[config.mk]
export PLATFORM = sky130hd
export DESIGN_NAME = csc_clock_source_ctrl
export DESIGN_NICKNAME = d
export VERILOG_FILES = /design/src/csc_clock_source_ctrl.v
export VERILOG_INCLUDE_DIRS = /design/src
export SDC_FILE = /design/constraint.sdc
export NUM_CORES = 1
export LEC_CHECK = 0
export BUFFER_PORTS_ARGS = -buffer_cell sky130_fd_sc_hd__buf_4
export CORE_MARGIN = 8
export CORE_UTILIZATION = 46
export CTS_CLUSTER_DIAMETER = 120
export DETAILED_ROUTE_END_ITERATION = 6
export PLACE_DENSITY = 0.76
export SLEW_MARGIN = 20
export SYNTH_ARGS = -nofsm -noshare
export SYNTH_HDL_FRONTEND = slang
export SYNTH_SLANG_ARGS = --single-unit
[constraint.sdc]
create_clock -name i_clk -period 1.71 [get_ports i_clk]
set_input_delay 0.171 -clock i_clk [delete_from_list [all_inputs] [get_ports i_clk]]
set_output_delay 0.171 -clock i_clk [all_outputs]
set_load 0.01 [all_outputs]
[src/csc_regs.vh]
// Register offsets, field positions, reset values and constants of the clock source control block.
`ifndef CSC_REGS_VH
`define CSC_REGS_VH
`define CSC_OFF_CTRL1        12'h000
`define CSC_OFF_CTRL2        12'h004
`define CSC_OFF_TRIM         12'h008
`define CSC_OFF_STATUS       12'h00C
`define CSC_OFF_SYSIN        12'h010
`define CSC_CTRL1_CLKSEL_HI  7
`define CSC_CTRL1_CLKSEL_LO  6
`define CSC_CTRL1_REFSEL     2
`define CSC_CTRL1_RESET      8'h04
`define CSC_CTRL2_DIV_HI     7
`define CSC_CTRL2_DIV_LO     6
`define CSC_CTRL2_RANGE      5
`define CSC_CTRL2_HGO        4
`define CSC_CTRL2_LPOFF      3
`define CSC_CTRL2_OSCREQ     2
`define CSC_CTRL2_OUTEN      1
`define CSC_CTRL2_STOPKEEP   0
`define CSC_CTRL2_RESET      8'h40
`define CSC_TRIM_DEBUG       8'h80
`define CSC_FINE_PERIOD_ADJUST_DEBUG      1'b0
`define CSC_SC_RST_HI        7
`define CSC_SC_RST_LO        6
`define CSC_SC_MAX32         5
`define CSC_SC_REFST         4
`define CSC_SC_CLOCK_MODE_STATUS_HI      3
`define CSC_SC_CLOCK_MODE_STATUS_LO      2
`define CSC_SC_OSCRDY        1
`define CSC_SC_FINE_PERIOD_ADJUST         0
`define CSC_RANGE_LOW        2'b00
`define CSC_RANGE_MID        2'b01
`define CSC_RANGE_HIGH       2'b10
`define CSC_RANGE_RSVD       2'b11
`define CSC_SRC_LOOP         2'b00
`define CSC_SRC_INT          2'b01
`define CSC_SRC_EXT          2'b10
`define CSC_FACT_LOW         11'd512
`define CSC_FACT_MID         11'd1024
`define CSC_FACT_HIGH        11'd1536
`define CSC_FACT32_LOW       11'd608
`define CSC_FACT32_MID       11'd1216
`define CSC_FACT32_HIGH      11'd1824
`define CSC_OSC_INIT_CYCLES  12'd4095
`endif

[src/csc_clock_source_ctrl.v]
// Clock source control and status block with an APB register slave.
`timescale 1ns/1ns
`include "csc_regs.vh"

// Operation
// Bus clock divides selected clock by 1, 2, 4 or 8 per divider code.
// Divider field resets to code 01, divide by two.
// Range bit 1 selects high oscillator range, 0 selects low range.
// Gain bit 1 selects high gain, 0 selects low power oscillator.
// Low power bit disables loop in bypass modes unless debug is active.
// Request bit 1 asks for crystal oscillator, 0 for external clock.
// Output enable bit drives external reference clock out, else held inactive.
// In stop, reference kept only if stop-keep set and enable set before stop.
// Coarse trim loads factory value at reset, or 0x80 in debug mode.
// Eight-bit coarse trim sets reference period; larger means longer period.
// Range status follows controlled oscillator only after synchronization.
// Range select write of 11 is ignored; status keeps its setting.
// Range select writes ignored while low power bit is set.
// Range codes 00 low, 01 mid, 10 high, 11 reserved.
// Tuning off gives loop factors 512, 1024, 1536 per range.
// Tuning on gives loop factors 608, 1216, 1824 per range.
// Reference status reads 0 external, 1 internal, after synchronization.
// Clock mode status shows active source, after synchronization.
// Ready flag sets after oscillator init when external reference requested.
// Ready flag clears only when enable or request bit is cleared.
// Fine trim bit set lengthens period, clear shortens, smallest step.
// Fine trim loads factory value at reset, or 0 in debug mode.
// Source select 00 loop, 01 internal, 10 external, 11 reserved.
// Internal bypass low power when 01, internal, no debug, low power set.
// Status fields pass two synchronizer flip-flops before software sees them.
module csc_clock_source_ctrl (
  input  wire        i_clk,             // Block clock, 10 MHz.
  input  wire        i_rst_n,           // Synchronous reset, active low.
  input  wire        i_psel,            // APB select.
  input  wire        i_penable,         // APB enable.
  input  wire        i_pwrite,          // APB write direction.
  input  wire [11:0] i_paddr,           // APB byte address.
  input  wire [31:0] i_pwdata,          // APB write data.
  output reg  [31:0] o_prdata,          // APB read data.
  output reg         o_pready,          // APB ready.
  output reg         o_pslverr,         // APB error on unmapped address.
  input  wire        i_debug_halt_mode, // Debug mode active, async pin.
  input  wire        i_stop_mode,       // Device in stop, async pin.
  input  wire        i_osc_clock_signal,// Oscillator running indication, async pin.
  input  wire [7:0]  i_factory_trim,    // Factory coarse trim value.
  input  wire        i_factory_fine_period_adjust,   // Factory fine trim value.
  input  wire        i_sel_clk_tick,    // One-cycle tick of the selected source clock.
  output reg         o_bus_clk_en,      // Bus clock enable pulse.
  output reg         o_osc_high_range,  // Oscillator high range select.
  output reg         o_high_gain_osc_select, // Oscillator high gain select.
  output reg         o_ext_ref_osc_request,  // Crystal requested when high.
  output reg         o_ext_ref_clock_out,    // External reference clock output active.
  output reg         o_ext_ref_enable,       // External reference source enabled.
  output reg         o_loop_enable,          // Frequency-locked loop enabled.
  output reg  [10:0] o_loop_factor,          // Loop multiplication factor.
  output reg  [1:0]  o_controlled_osc_range, // Range applied to the oscillator.
  output reg  [7:0]  o_coarse_trim,          // Coarse period trim.
  output reg         o_fine_period_adjust    // Fine period trim.
);

  // Loop multiplication factor lookup for a range and tuning option.
  // The reserved range code falls to the low factor; the select path never stores it.
  function [10:0] csc_factor;
    input [1:0] rng;
    input       tune;
    begin
      case (rng)
        `CSC_RANGE_MID:  csc_factor = tune ? `CSC_FACT32_MID  : `CSC_FACT_MID;
        `CSC_RANGE_HIGH: csc_factor = tune ? `CSC_FACT32_HIGH : `CSC_FACT_HIGH;
        default:         csc_factor = tune ? `CSC_FACT32_LOW  : `CSC_FACT_LOW;
      endcase
    end
  endfunction

  // Reset image of the second control register; the divider field is sliced from it.
  localparam [7:0] CSC_CTRL2_RST_IMG = `CSC_CTRL2_RESET;

  // Software-visible control fields.
  reg  [1:0] clk_source_select_r;
  reg        ref_source_select_r;
  reg  [1:0] bus_clock_divider_r;
  reg        osc_range_r;
  reg        high_gain_r;
  reg        low_power_loop_off_r;
  reg        ext_ref_osc_request_r;
  reg        ext_ref_clock_out_en_r;
  reg        ext_ref_stop_keep_r;
  reg  [7:0] coarse_trim_r;
  reg  [1:0] osc_range_select_r;
  reg        max_freq_32k_tune_r;
  reg        fine_trim_r;
  reg        osc_ready_flag_r;
  // Pin synchronizers and the status copies that software reads.
  reg  [1:0] dbg_sync_r;
  reg  [1:0] stop_sync_r;
  reg  [1:0] osc_sync_r;
  reg  [1:0] range_sync1_r;
  reg  [1:0] range_sync2_r;
  reg        ref_sync1_r;
  reg        ref_sync2_r;
  reg  [1:0] mode_sync1_r;
  reg  [1:0] mode_sync2_r;
  reg  [1:0] mode_active_r;
  reg        stop_keep_armed_r;
  reg  [11:0] osc_init_cnt_r;
  reg  [2:0] div_cnt_r;
  reg        reset_seen_r;
  reg        out_en_prev_r;
  // Synchronized levels and decoded bus strobes.
  wire       dbg_mode;
  wire       in_stop;
  wire       osc_run;
  wire       wr_en;
  wire       rd_en;
  wire       ext_in_use;
  wire       bypass_mode;
  wire       out_en_fall;
  // Combinational helpers.
  reg  [1:0] mode_nxt;
  reg  [2:0] div_mask;
  reg  [7:0] rd_byte;
  reg        addr_ok;

  // A write needs the access phase with ready; a read is taken at setup.
  assign dbg_mode   = dbg_sync_r[1];
  assign in_stop    = stop_sync_r[1];
  assign osc_run    = osc_sync_r[1];
  assign wr_en      = i_psel & i_penable & i_pwrite & o_pready;
  assign rd_en      = i_psel & ~i_penable & ~i_pwrite;
  assign bypass_mode = (clk_source_select_r == `CSC_SRC_INT) |
                       (clk_source_select_r == `CSC_SRC_EXT);
  assign ext_in_use = ext_ref_clock_out_en_r | ~ref_source_select_r |
                      (clk_source_select_r == `CSC_SRC_EXT);
  // Enable written from one to zero, seen one cycle after the write lands.
  assign out_en_fall = out_en_prev_r & ~ext_ref_clock_out_en_r;

  // Pins from outside pass two flip-flops before any logic reads them.
  // Only the second stage is read, so a metastable first stage never leaks.
  always @(posedge i_clk) begin
    stop_sync_r <= {stop_sync_r[0], i_stop_mode};
    osc_sync_r  <= {osc_sync_r[0], i_osc_clock_signal};
    dbg_sync_r  <= {dbg_sync_r[0], i_debug_halt_mode};
  end

  // Address decode shared by read and write paths.
  always @* begin
    addr_ok = 1'b1;
    rd_byte = 8'h00;
    case (i_paddr)
      `CSC_OFF_CTRL1: rd_byte = {clk_source_select_r, 3'b000, ref_source_select_r, 2'b00};
      `CSC_OFF_CTRL2: rd_byte = {bus_clock_divider_r, osc_range_r, high_gain_r,
                                 low_power_loop_off_r, ext_ref_osc_request_r,
                                 ext_ref_clock_out_en_r, ext_ref_stop_keep_r};
      `CSC_OFF_TRIM:  rd_byte = coarse_trim_r;
      // status synchronized read
      `CSC_OFF_STATUS: rd_byte = {range_sync2_r, max_freq_32k_tune_r, ref_sync2_r,
                                  mode_sync2_r, osc_ready_flag_r, fine_trim_r};
      // Read-only view of the synchronized stop and debug levels.
      `CSC_OFF_SYSIN: rd_byte = {6'b00_0000, in_stop, dbg_mode};
      default: addr_ok = 1'b0;
    endcase
  end

  // APB slave: no wait states, read data captured in setup, error on unmapped address.
  // Writes are qualified by pready, so a write lands only at the access edge.
  always @(posedge i_clk) begin
    if (!i_rst_n) begin
      o_pready  <= 1'b0;
      o_pslverr <= 1'b0;
      o_prdata  <= 32'h0000_0000;
    end else begin
      o_pready  <= i_psel & ~i_penable;
      o_pslverr <= i_psel & ~i_penable & ~addr_ok;
      if (rd_en) begin
        o_prdata <= {24'h00_0000, rd_byte};
      end
    end
  end

  // Control registers; trim values are loaded once after reset release.
  // A write landing in the first cycle after release is lost to the trim load.
  always @(posedge i_clk) begin
    if (!i_rst_n) begin
      clk_source_select_r    <= `CSC_SRC_LOOP;
      ref_source_select_r    <= 1'b1;
      // divider resets to two
      bus_clock_divider_r    <= CSC_CTRL2_RST_IMG[`CSC_CTRL2_DIV_HI:`CSC_CTRL2_DIV_LO];
      osc_range_r            <= 1'b0;
      high_gain_r            <= 1'b0;
      low_power_loop_off_r   <= 1'b0;
      ext_ref_osc_request_r  <= 1'b0;
      ext_ref_clock_out_en_r <= 1'b0;
      ext_ref_stop_keep_r    <= 1'b0;
      coarse_trim_r          <= `CSC_TRIM_DEBUG;
      osc_range_select_r     <= `CSC_RANGE_LOW;
      max_freq_32k_tune_r    <= 1'b0;
      fine_trim_r            <= `CSC_FINE_PERIOD_ADJUST_DEBUG;
      reset_seen_r           <= 1'b1;
    end else begin
      reset_seen_r <= 1'b0;
      if (reset_seen_r) begin
        // coarse trim reset load
        coarse_trim_r <= dbg_mode ? `CSC_TRIM_DEBUG : i_factory_trim;
        // fine trim reset load
        fine_trim_r   <= dbg_mode ? `CSC_FINE_PERIOD_ADJUST_DEBUG : i_factory_fine_period_adjust;
      end else if (wr_en && addr_ok) begin
        case (i_paddr)
          `CSC_OFF_CTRL1: begin
            // reserved source ignored
            if (i_pwdata[`CSC_CTRL1_CLKSEL_HI:`CSC_CTRL1_CLKSEL_LO] != 2'b11) begin
              clk_source_select_r <= i_pwdata[`CSC_CTRL1_CLKSEL_HI:`CSC_CTRL1_CLKSEL_LO];
            end
            ref_source_select_r <= i_pwdata[`CSC_CTRL1_REFSEL];
          end
          // Plain storage; the effects of these fields are registered below.
          `CSC_OFF_CTRL2: begin
            bus_clock_divider_r    <= i_pwdata[`CSC_CTRL2_DIV_HI:`CSC_CTRL2_DIV_LO];
            osc_range_r            <= i_pwdata[`CSC_CTRL2_RANGE];
            high_gain_r            <= i_pwdata[`CSC_CTRL2_HGO];
            low_power_loop_off_r   <= i_pwdata[`CSC_CTRL2_LPOFF];
            ext_ref_osc_request_r  <= i_pwdata[`CSC_CTRL2_OSCREQ];
            ext_ref_clock_out_en_r <= i_pwdata[`CSC_CTRL2_OUTEN];
            ext_ref_stop_keep_r    <= i_pwdata[`CSC_CTRL2_STOPKEEP];
          end
          // coarse trim written
          `CSC_OFF_TRIM: coarse_trim_r <= i_pwdata[7:0];
          `CSC_OFF_STATUS: begin
            // locked by low power
            // reserved range ignored
            if (!low_power_loop_off_r &&
                i_pwdata[`CSC_SC_RST_HI:`CSC_SC_RST_LO] != `CSC_RANGE_RSVD) begin
              osc_range_select_r <= i_pwdata[`CSC_SC_RST_HI:`CSC_SC_RST_LO];
            end
            max_freq_32k_tune_r <= i_pwdata[`CSC_SC_MAX32];
            // fine trim written
            fine_trim_r         <= i_pwdata[`CSC_SC_FINE_PERIOD_ADJUST];
          end
          default: begin
          end
        endcase
      end
    end
  end

  // Active source only follows a request once the target clock is available.
  // Until then the previous mode stays active and is what the status shows.
  always @* begin
    mode_nxt = clk_source_select_r;
    if (clk_source_select_r == `CSC_SRC_EXT && !osc_run) begin
      mode_nxt = mode_active_r;
    end
  end

  // Status copies lag a write by two to three cycles, so software must poll.
  // two stage status sync
  always @(posedge i_clk) begin
    if (!i_rst_n) begin
      mode_active_r <= `CSC_SRC_LOOP;
      range_sync1_r <= `CSC_RANGE_LOW;
      range_sync2_r <= `CSC_RANGE_LOW;
      ref_sync1_r   <= 1'b1;
      ref_sync2_r   <= 1'b1;
      mode_sync1_r  <= `CSC_SRC_LOOP;
      mode_sync2_r  <= `CSC_SRC_LOOP;
    end else begin
      mode_active_r <= mode_nxt;
      range_sync1_r <= osc_range_select_r;
      range_sync2_r <= range_sync1_r;
      // reference status synced
      ref_sync1_r   <= ref_source_select_r;
      ref_sync2_r   <= ref_sync1_r;
      // clock mode synced
      mode_sync1_r  <= mode_active_r;
      mode_sync2_r  <= mode_sync1_r;
    end
  end

  // Oscillator ready: counts init cycles while the external reference is in use,
  // through the enable, the external reference select or an external mode, with the oscillator requested.
  // It drops only when the request is low or the enable is written to zero;
  // that clear wins, since the count must then restart from a fresh start.
  always @(posedge i_clk) begin
    if (!i_rst_n) begin
      osc_ready_flag_r <= 1'b0;
      osc_init_cnt_r   <= 12'd0;
      out_en_prev_r    <= 1'b0;
    end else begin
      out_en_prev_r <= ext_ref_clock_out_en_r;
      if (!ext_ref_osc_request_r || out_en_fall) begin
        // clear on disable
        osc_ready_flag_r <= 1'b0;
        osc_init_cnt_r   <= 12'd0;
      end else if (ext_in_use && osc_run && !osc_ready_flag_r) begin
        // set after init
        if (osc_init_cnt_r == `CSC_OSC_INIT_CYCLES) begin
          osc_ready_flag_r <= 1'b1;
        end else begin
          osc_init_cnt_r <= osc_init_cnt_r + 12'd1;
        end
      end
    end
  end

  // Divide codes map to a mask on the tick counter.
  // divider mask per code
  always @* begin
    case (bus_clock_divider_r)
      2'b00:   div_mask = 3'b000;
      2'b01:   div_mask = 3'b001;
      2'b10:   div_mask = 3'b011;
      default: div_mask = 3'b111;
    endcase
  end

  // Bus enable pulses every 1, 2, 4 or 8 selected-clock ticks; divider change is immediate.
  // The counter is not restarted on a change, so the first period after it may be short.
  always @(posedge i_clk) begin
    if (!i_rst_n) begin
      div_cnt_r    <= 3'd0;
      o_bus_clk_en <= 1'b0;
    end else begin
      o_bus_clk_en <= i_sel_clk_tick & ((div_cnt_r & div_mask) == 3'd0) & ~in_stop;
      if (i_sel_clk_tick) begin
        div_cnt_r <= div_cnt_r + 3'd1;
      end
    end
  end

  // Oscillator controls and loop outputs, registered.
  // Every pin-facing output is a flop, so no decode glitch reaches the oscillator.
  always @(posedge i_clk) begin
    if (!i_rst_n) begin
      stop_keep_armed_r      <= 1'b0;
      o_osc_high_range       <= 1'b0;
      o_high_gain_osc_select <= 1'b0;
      o_ext_ref_osc_request  <= 1'b0;
      o_ext_ref_clock_out    <= 1'b0;
      o_ext_ref_enable       <= 1'b0;
      o_loop_enable          <= 1'b1;
      o_loop_factor          <= `CSC_FACT_LOW;
      o_controlled_osc_range <= `CSC_RANGE_LOW;
      o_coarse_trim          <= `CSC_TRIM_DEBUG;
      o_fine_period_adjust   <= `CSC_FINE_PERIOD_ADJUST_DEBUG;
    end else begin
      // Armed state is frozen on stop entry so a later enable cannot revive it.
      if (!in_stop) begin
        stop_keep_armed_r <= ext_ref_clock_out_en_r;
      end
      // oscillator range
      o_osc_high_range       <= osc_range_r;
      // oscillator gain
      o_high_gain_osc_select <= high_gain_r;
      // reference request
      o_ext_ref_osc_request  <= ext_ref_osc_request_r;
      // reference output
      o_ext_ref_clock_out    <= ext_ref_clock_out_en_r & ~in_stop;
      // stop keep condition
      o_ext_ref_enable       <= in_stop ? (ext_ref_stop_keep_r & stop_keep_armed_r)
                                        : ext_in_use;
      // loop disable in bypass
      o_loop_enable          <= ~in_stop & ~(bypass_mode & low_power_loop_off_r & ~dbg_mode);
      // factor lookup
      o_loop_factor          <= csc_factor(range_sync2_r, max_freq_32k_tune_r);
      o_controlled_osc_range <= range_sync2_r;
      o_coarse_trim          <= coarse_trim_r;
      o_fine_period_adjust   <= fine_trim_r;
    end
  end

endmodule // csc_clock_source_ctrl

==> results.md <==
* Run status: completed
* Initial Util at 46.7%
* DP Cell Count at 609
* Syn Area/Cell at 9.48 um2
* Top Ports at 125
* Hold Slack at around 0.012 ns
* Die W at ~110 um
* Worst-Skew Late Latency at 0.36 ns
* Final hold violations at 0
* Full die area at approximately 12,000 um2
* Final setup violation count at 0
* Unrepaired setup endpoints after global routing: false
* Largest family of logic cells by synthesized area: simple AND/OR/NAND/NOR gates
* Fmax at just over 600 MHz
* Crit path kind: reg -> reg
* Total grt overflow at 0
* Slew Viols, Final at 0
* Cells after Synth at around 420
* Max H-tree Level at 3
* CP Data Required Time at 2.00 ns
* Vias post-DR at 3,401
* Core area at 8550 um2
* Final Cycle Share at a little over nine tenths
* Non-filler cells, final at 631
* Synth top area share at 47.2%
* Post-DP HPWL at 7770 um
* Synth area leader: dfxtp_1
* Post-layout min period at 1.62 ns
* Layout cells sized above 1 at 25.8%
* Total negative slack at 0 ns
* VDD IR max at 0.543 mV
* TritonCTS clock tree: yes
* Largest net degree at the start of global routing at 25
* Drt pass-1 iters at 4
* Crit path DAT at 1.91 ns
* Register area at ~1900 um2
* Hold Path Class: in -> reg
* I/O Buffers at 71
* TritonCTS Buffers at 9
* Pre-CTS WS at -0.0259 ns
* Clk buf depth at 2
* Largest cells by area after synthesis: dfxtp_1, buf_4, mux2i_1, nand2_1, and2_1
* Root buffer cell: clkbuf_8
* Simple-Gate Fraction of Synth Area at between 20% and 30%
* Die height at around 110 um
* Post-synthesis mux area share at approximately 5.6%
* Placer congestion estimate at 0.910
* Crit path launch type: flip-flop
* XOR/XNOR Fraction of Synth Area at 0.439%
* Unique masters post-synth at 53
* Synth Area in Adders at about 1.9%
* Global-route wire length before repair at approximately 17,000 um
* DRC at 0
* Most used DFF post-synth: dfxtp_1
* Async set or reset register ratio after synthesis at 0%
* Antenna-violating nets left at 0
* FILL cells at 753
* Initial antenna violation count at 0
* Wire length per cell at 16.1 um
* Detailed Route WL at 10,200 um
* FF-to-FF setup slack at about 0.090 ns
* Clock transition at the registers of the reported paths at 0.10 ns
* Leak at 2.06 nW
* Placed inst area at 4690 um2
* Synth Register Bits at 94
* FP Rows at 34
* Max Cap Viol at 0
* Tot GR Track Use at 17.5%
* Crit. End Element: flip-flop
* Yosys warns at 0
* Routed vias/inst at 5.39
* Multi-input logic area at between 1500 and 2000 um2
* Vias in the first global route at ~3.5k
* Post-Synthesis Cell Area at around 4000 um2
* Ant. Diodes at 0
* Worst-path maximum fanout at 10
* Final instance area at 5010 um2
* Clk sinks at 94
* Post-synthesis sequential area ratio at between 40% and 50%
* DRT iter0 DRCs at 177
* Final #Nets at between 500 and 600
* Cell area power density at 870 nW/um2
* EDFF count, synth at 0
* Area Overhead vs Synth at 25.7%
* Clk_skew at 0.00942 ns
* Final Worst Setup Slack at 0.0897 ns
* Synth Area in Compound Gates at 13.2%
synthesized netlist by cell type (13+ instances only):
master,number
a21oi_1,18
buf_4,30
nor2_1,24
o21ai_0,15
and2_1,16
mux2i_1,18
nand4_1,13
nand2_1,34
dfxtp_1,94
inv_1,16
state kept, by name, summed over array words and instances (netlist names), 3 cells and up:
register / count
div_cnt_r: 3
o_coarse_trim: 8
coarse_trim_r: 8
o_loop_factor: 6
o_prdata: 8
osc_init_cnt_r: 12
per-stage QoR:
step	power, W	util (%)
after global placement	0.00259	54.8
after global routing	0.00450	58.6
after floorplan	0.00248	-
after detailed placement	0.00259	54.8
final	0.00436	58.6
after CTS	0.00440	58.4
report_power, final:
group,internal (W),switching [W]
sequential,0.00222,0.0000262
clock,0.00102,0.000787
combinational,0.000137,0.000170
timing repair:
item,4_1_cts,5_1_grt
hold endpoints to repair,3,0
hold buffers,3,0
gates resized for setup,1,7
endpoints found under the setup margin,7,11
pin swaps,2,4
buffers inserted,2,1
final timing paths:
| check | from | endpoint | cells after the start |
|---|---|---|---|
| worst min register to register | dbg_sync_r[0] | dbg_sync_r[1] | 0 |
| worst min-delay path | i_penable | o_pready | 2 |
| worst max-delay path | osc_init_cnt_r[0] | osc_init_cnt_r[4] | 6 |
| worst max register to register | osc_init_cnt_r[0] | osc_init_cnt_r[4] | 6 |
worst max-delay path, cell delays in order (launching register included):
cell and delay, ns:
dfxtp_1 0.35, ha_2 0.22, nand3_1 0.11, nor4_2 0.06, buf_4 0.17, or4_1 0.49
a21oi_1 0.14
kinds of logic after synthesis:
logic type,count (synthesis)
simple gates,154
flops,94
compound gates,79
buf+inv,64
mux,21
fa+ha+maj,6
xor+xnor,2
other cells,1
metal layers:
metal | wire, um | GRT usage [%]
met1 | 4160 | 20.1
met2 | 5180 | 30.2
met3 | 556 | 4.08
met4 | 269 | 8.11
met5 | 0 | 0
cells in the final DEF, fill, tap and decap left out, types with 3 or more instances in the layout:
| cell | Yosys | layout |
|---|---|---|
| nand4_1 | 13 | 13 |
| a32oi_1 | 7 | 7 |
| nor4_1 | 4 | 4 |
| o21ai_0 | 15 | 15 |
| or4_1 | 6 | 6 |
| and4_1 | 8 | 8 |
| clkbuf_8 | 0 | 10 |
| dlygate4sd3_1 | 0 | 3 |
| nand3_1 | 10 | 10 |
| a21oi_1 | 18 | 17 |
| ha_1 | 6 | 4 |
| o211ai_1 | 9 | 9 |
| nor3_1 | 10 | 10 |
| nor2_1 | 24 | 24 |
| buf_4 | 30 | 100 |
| nand2_1 | 34 | 33 |
| conb_1 | 1 | 29 |
| mux2i_1 | 18 | 18 |
| a211oi_1 | 4 | 4 |
| dfxtp_1 | 94 | 93 |
| bufinv_16 | 0 | 3 |
| o31ai_1 | 7 | 7 |
| inv_1 | 16 | 15 |
| nor3b_1 | 4 | 4 |
| nand2b_1 | 6 | 6 |
| and2_1 | 16 | 16 |
| a31oi_1 | 7 | 7 |
| nor2b_1 | 4 | 4 |
layout make-up:
cell class | instances | area share (%)
Multi-Input combinational cell | 291 | 37.2
Tap cell | 108 | 2.69
Clock buffer | 10 | 2.74
Clock inverter | 6 | 2.32
Sequential cell | 94 | 37.5
Timing Repair Buffer | 105 | 16.2
Inverter | 17 | 1.27
No activity file was read; power rests on OpenSTA's default activity.
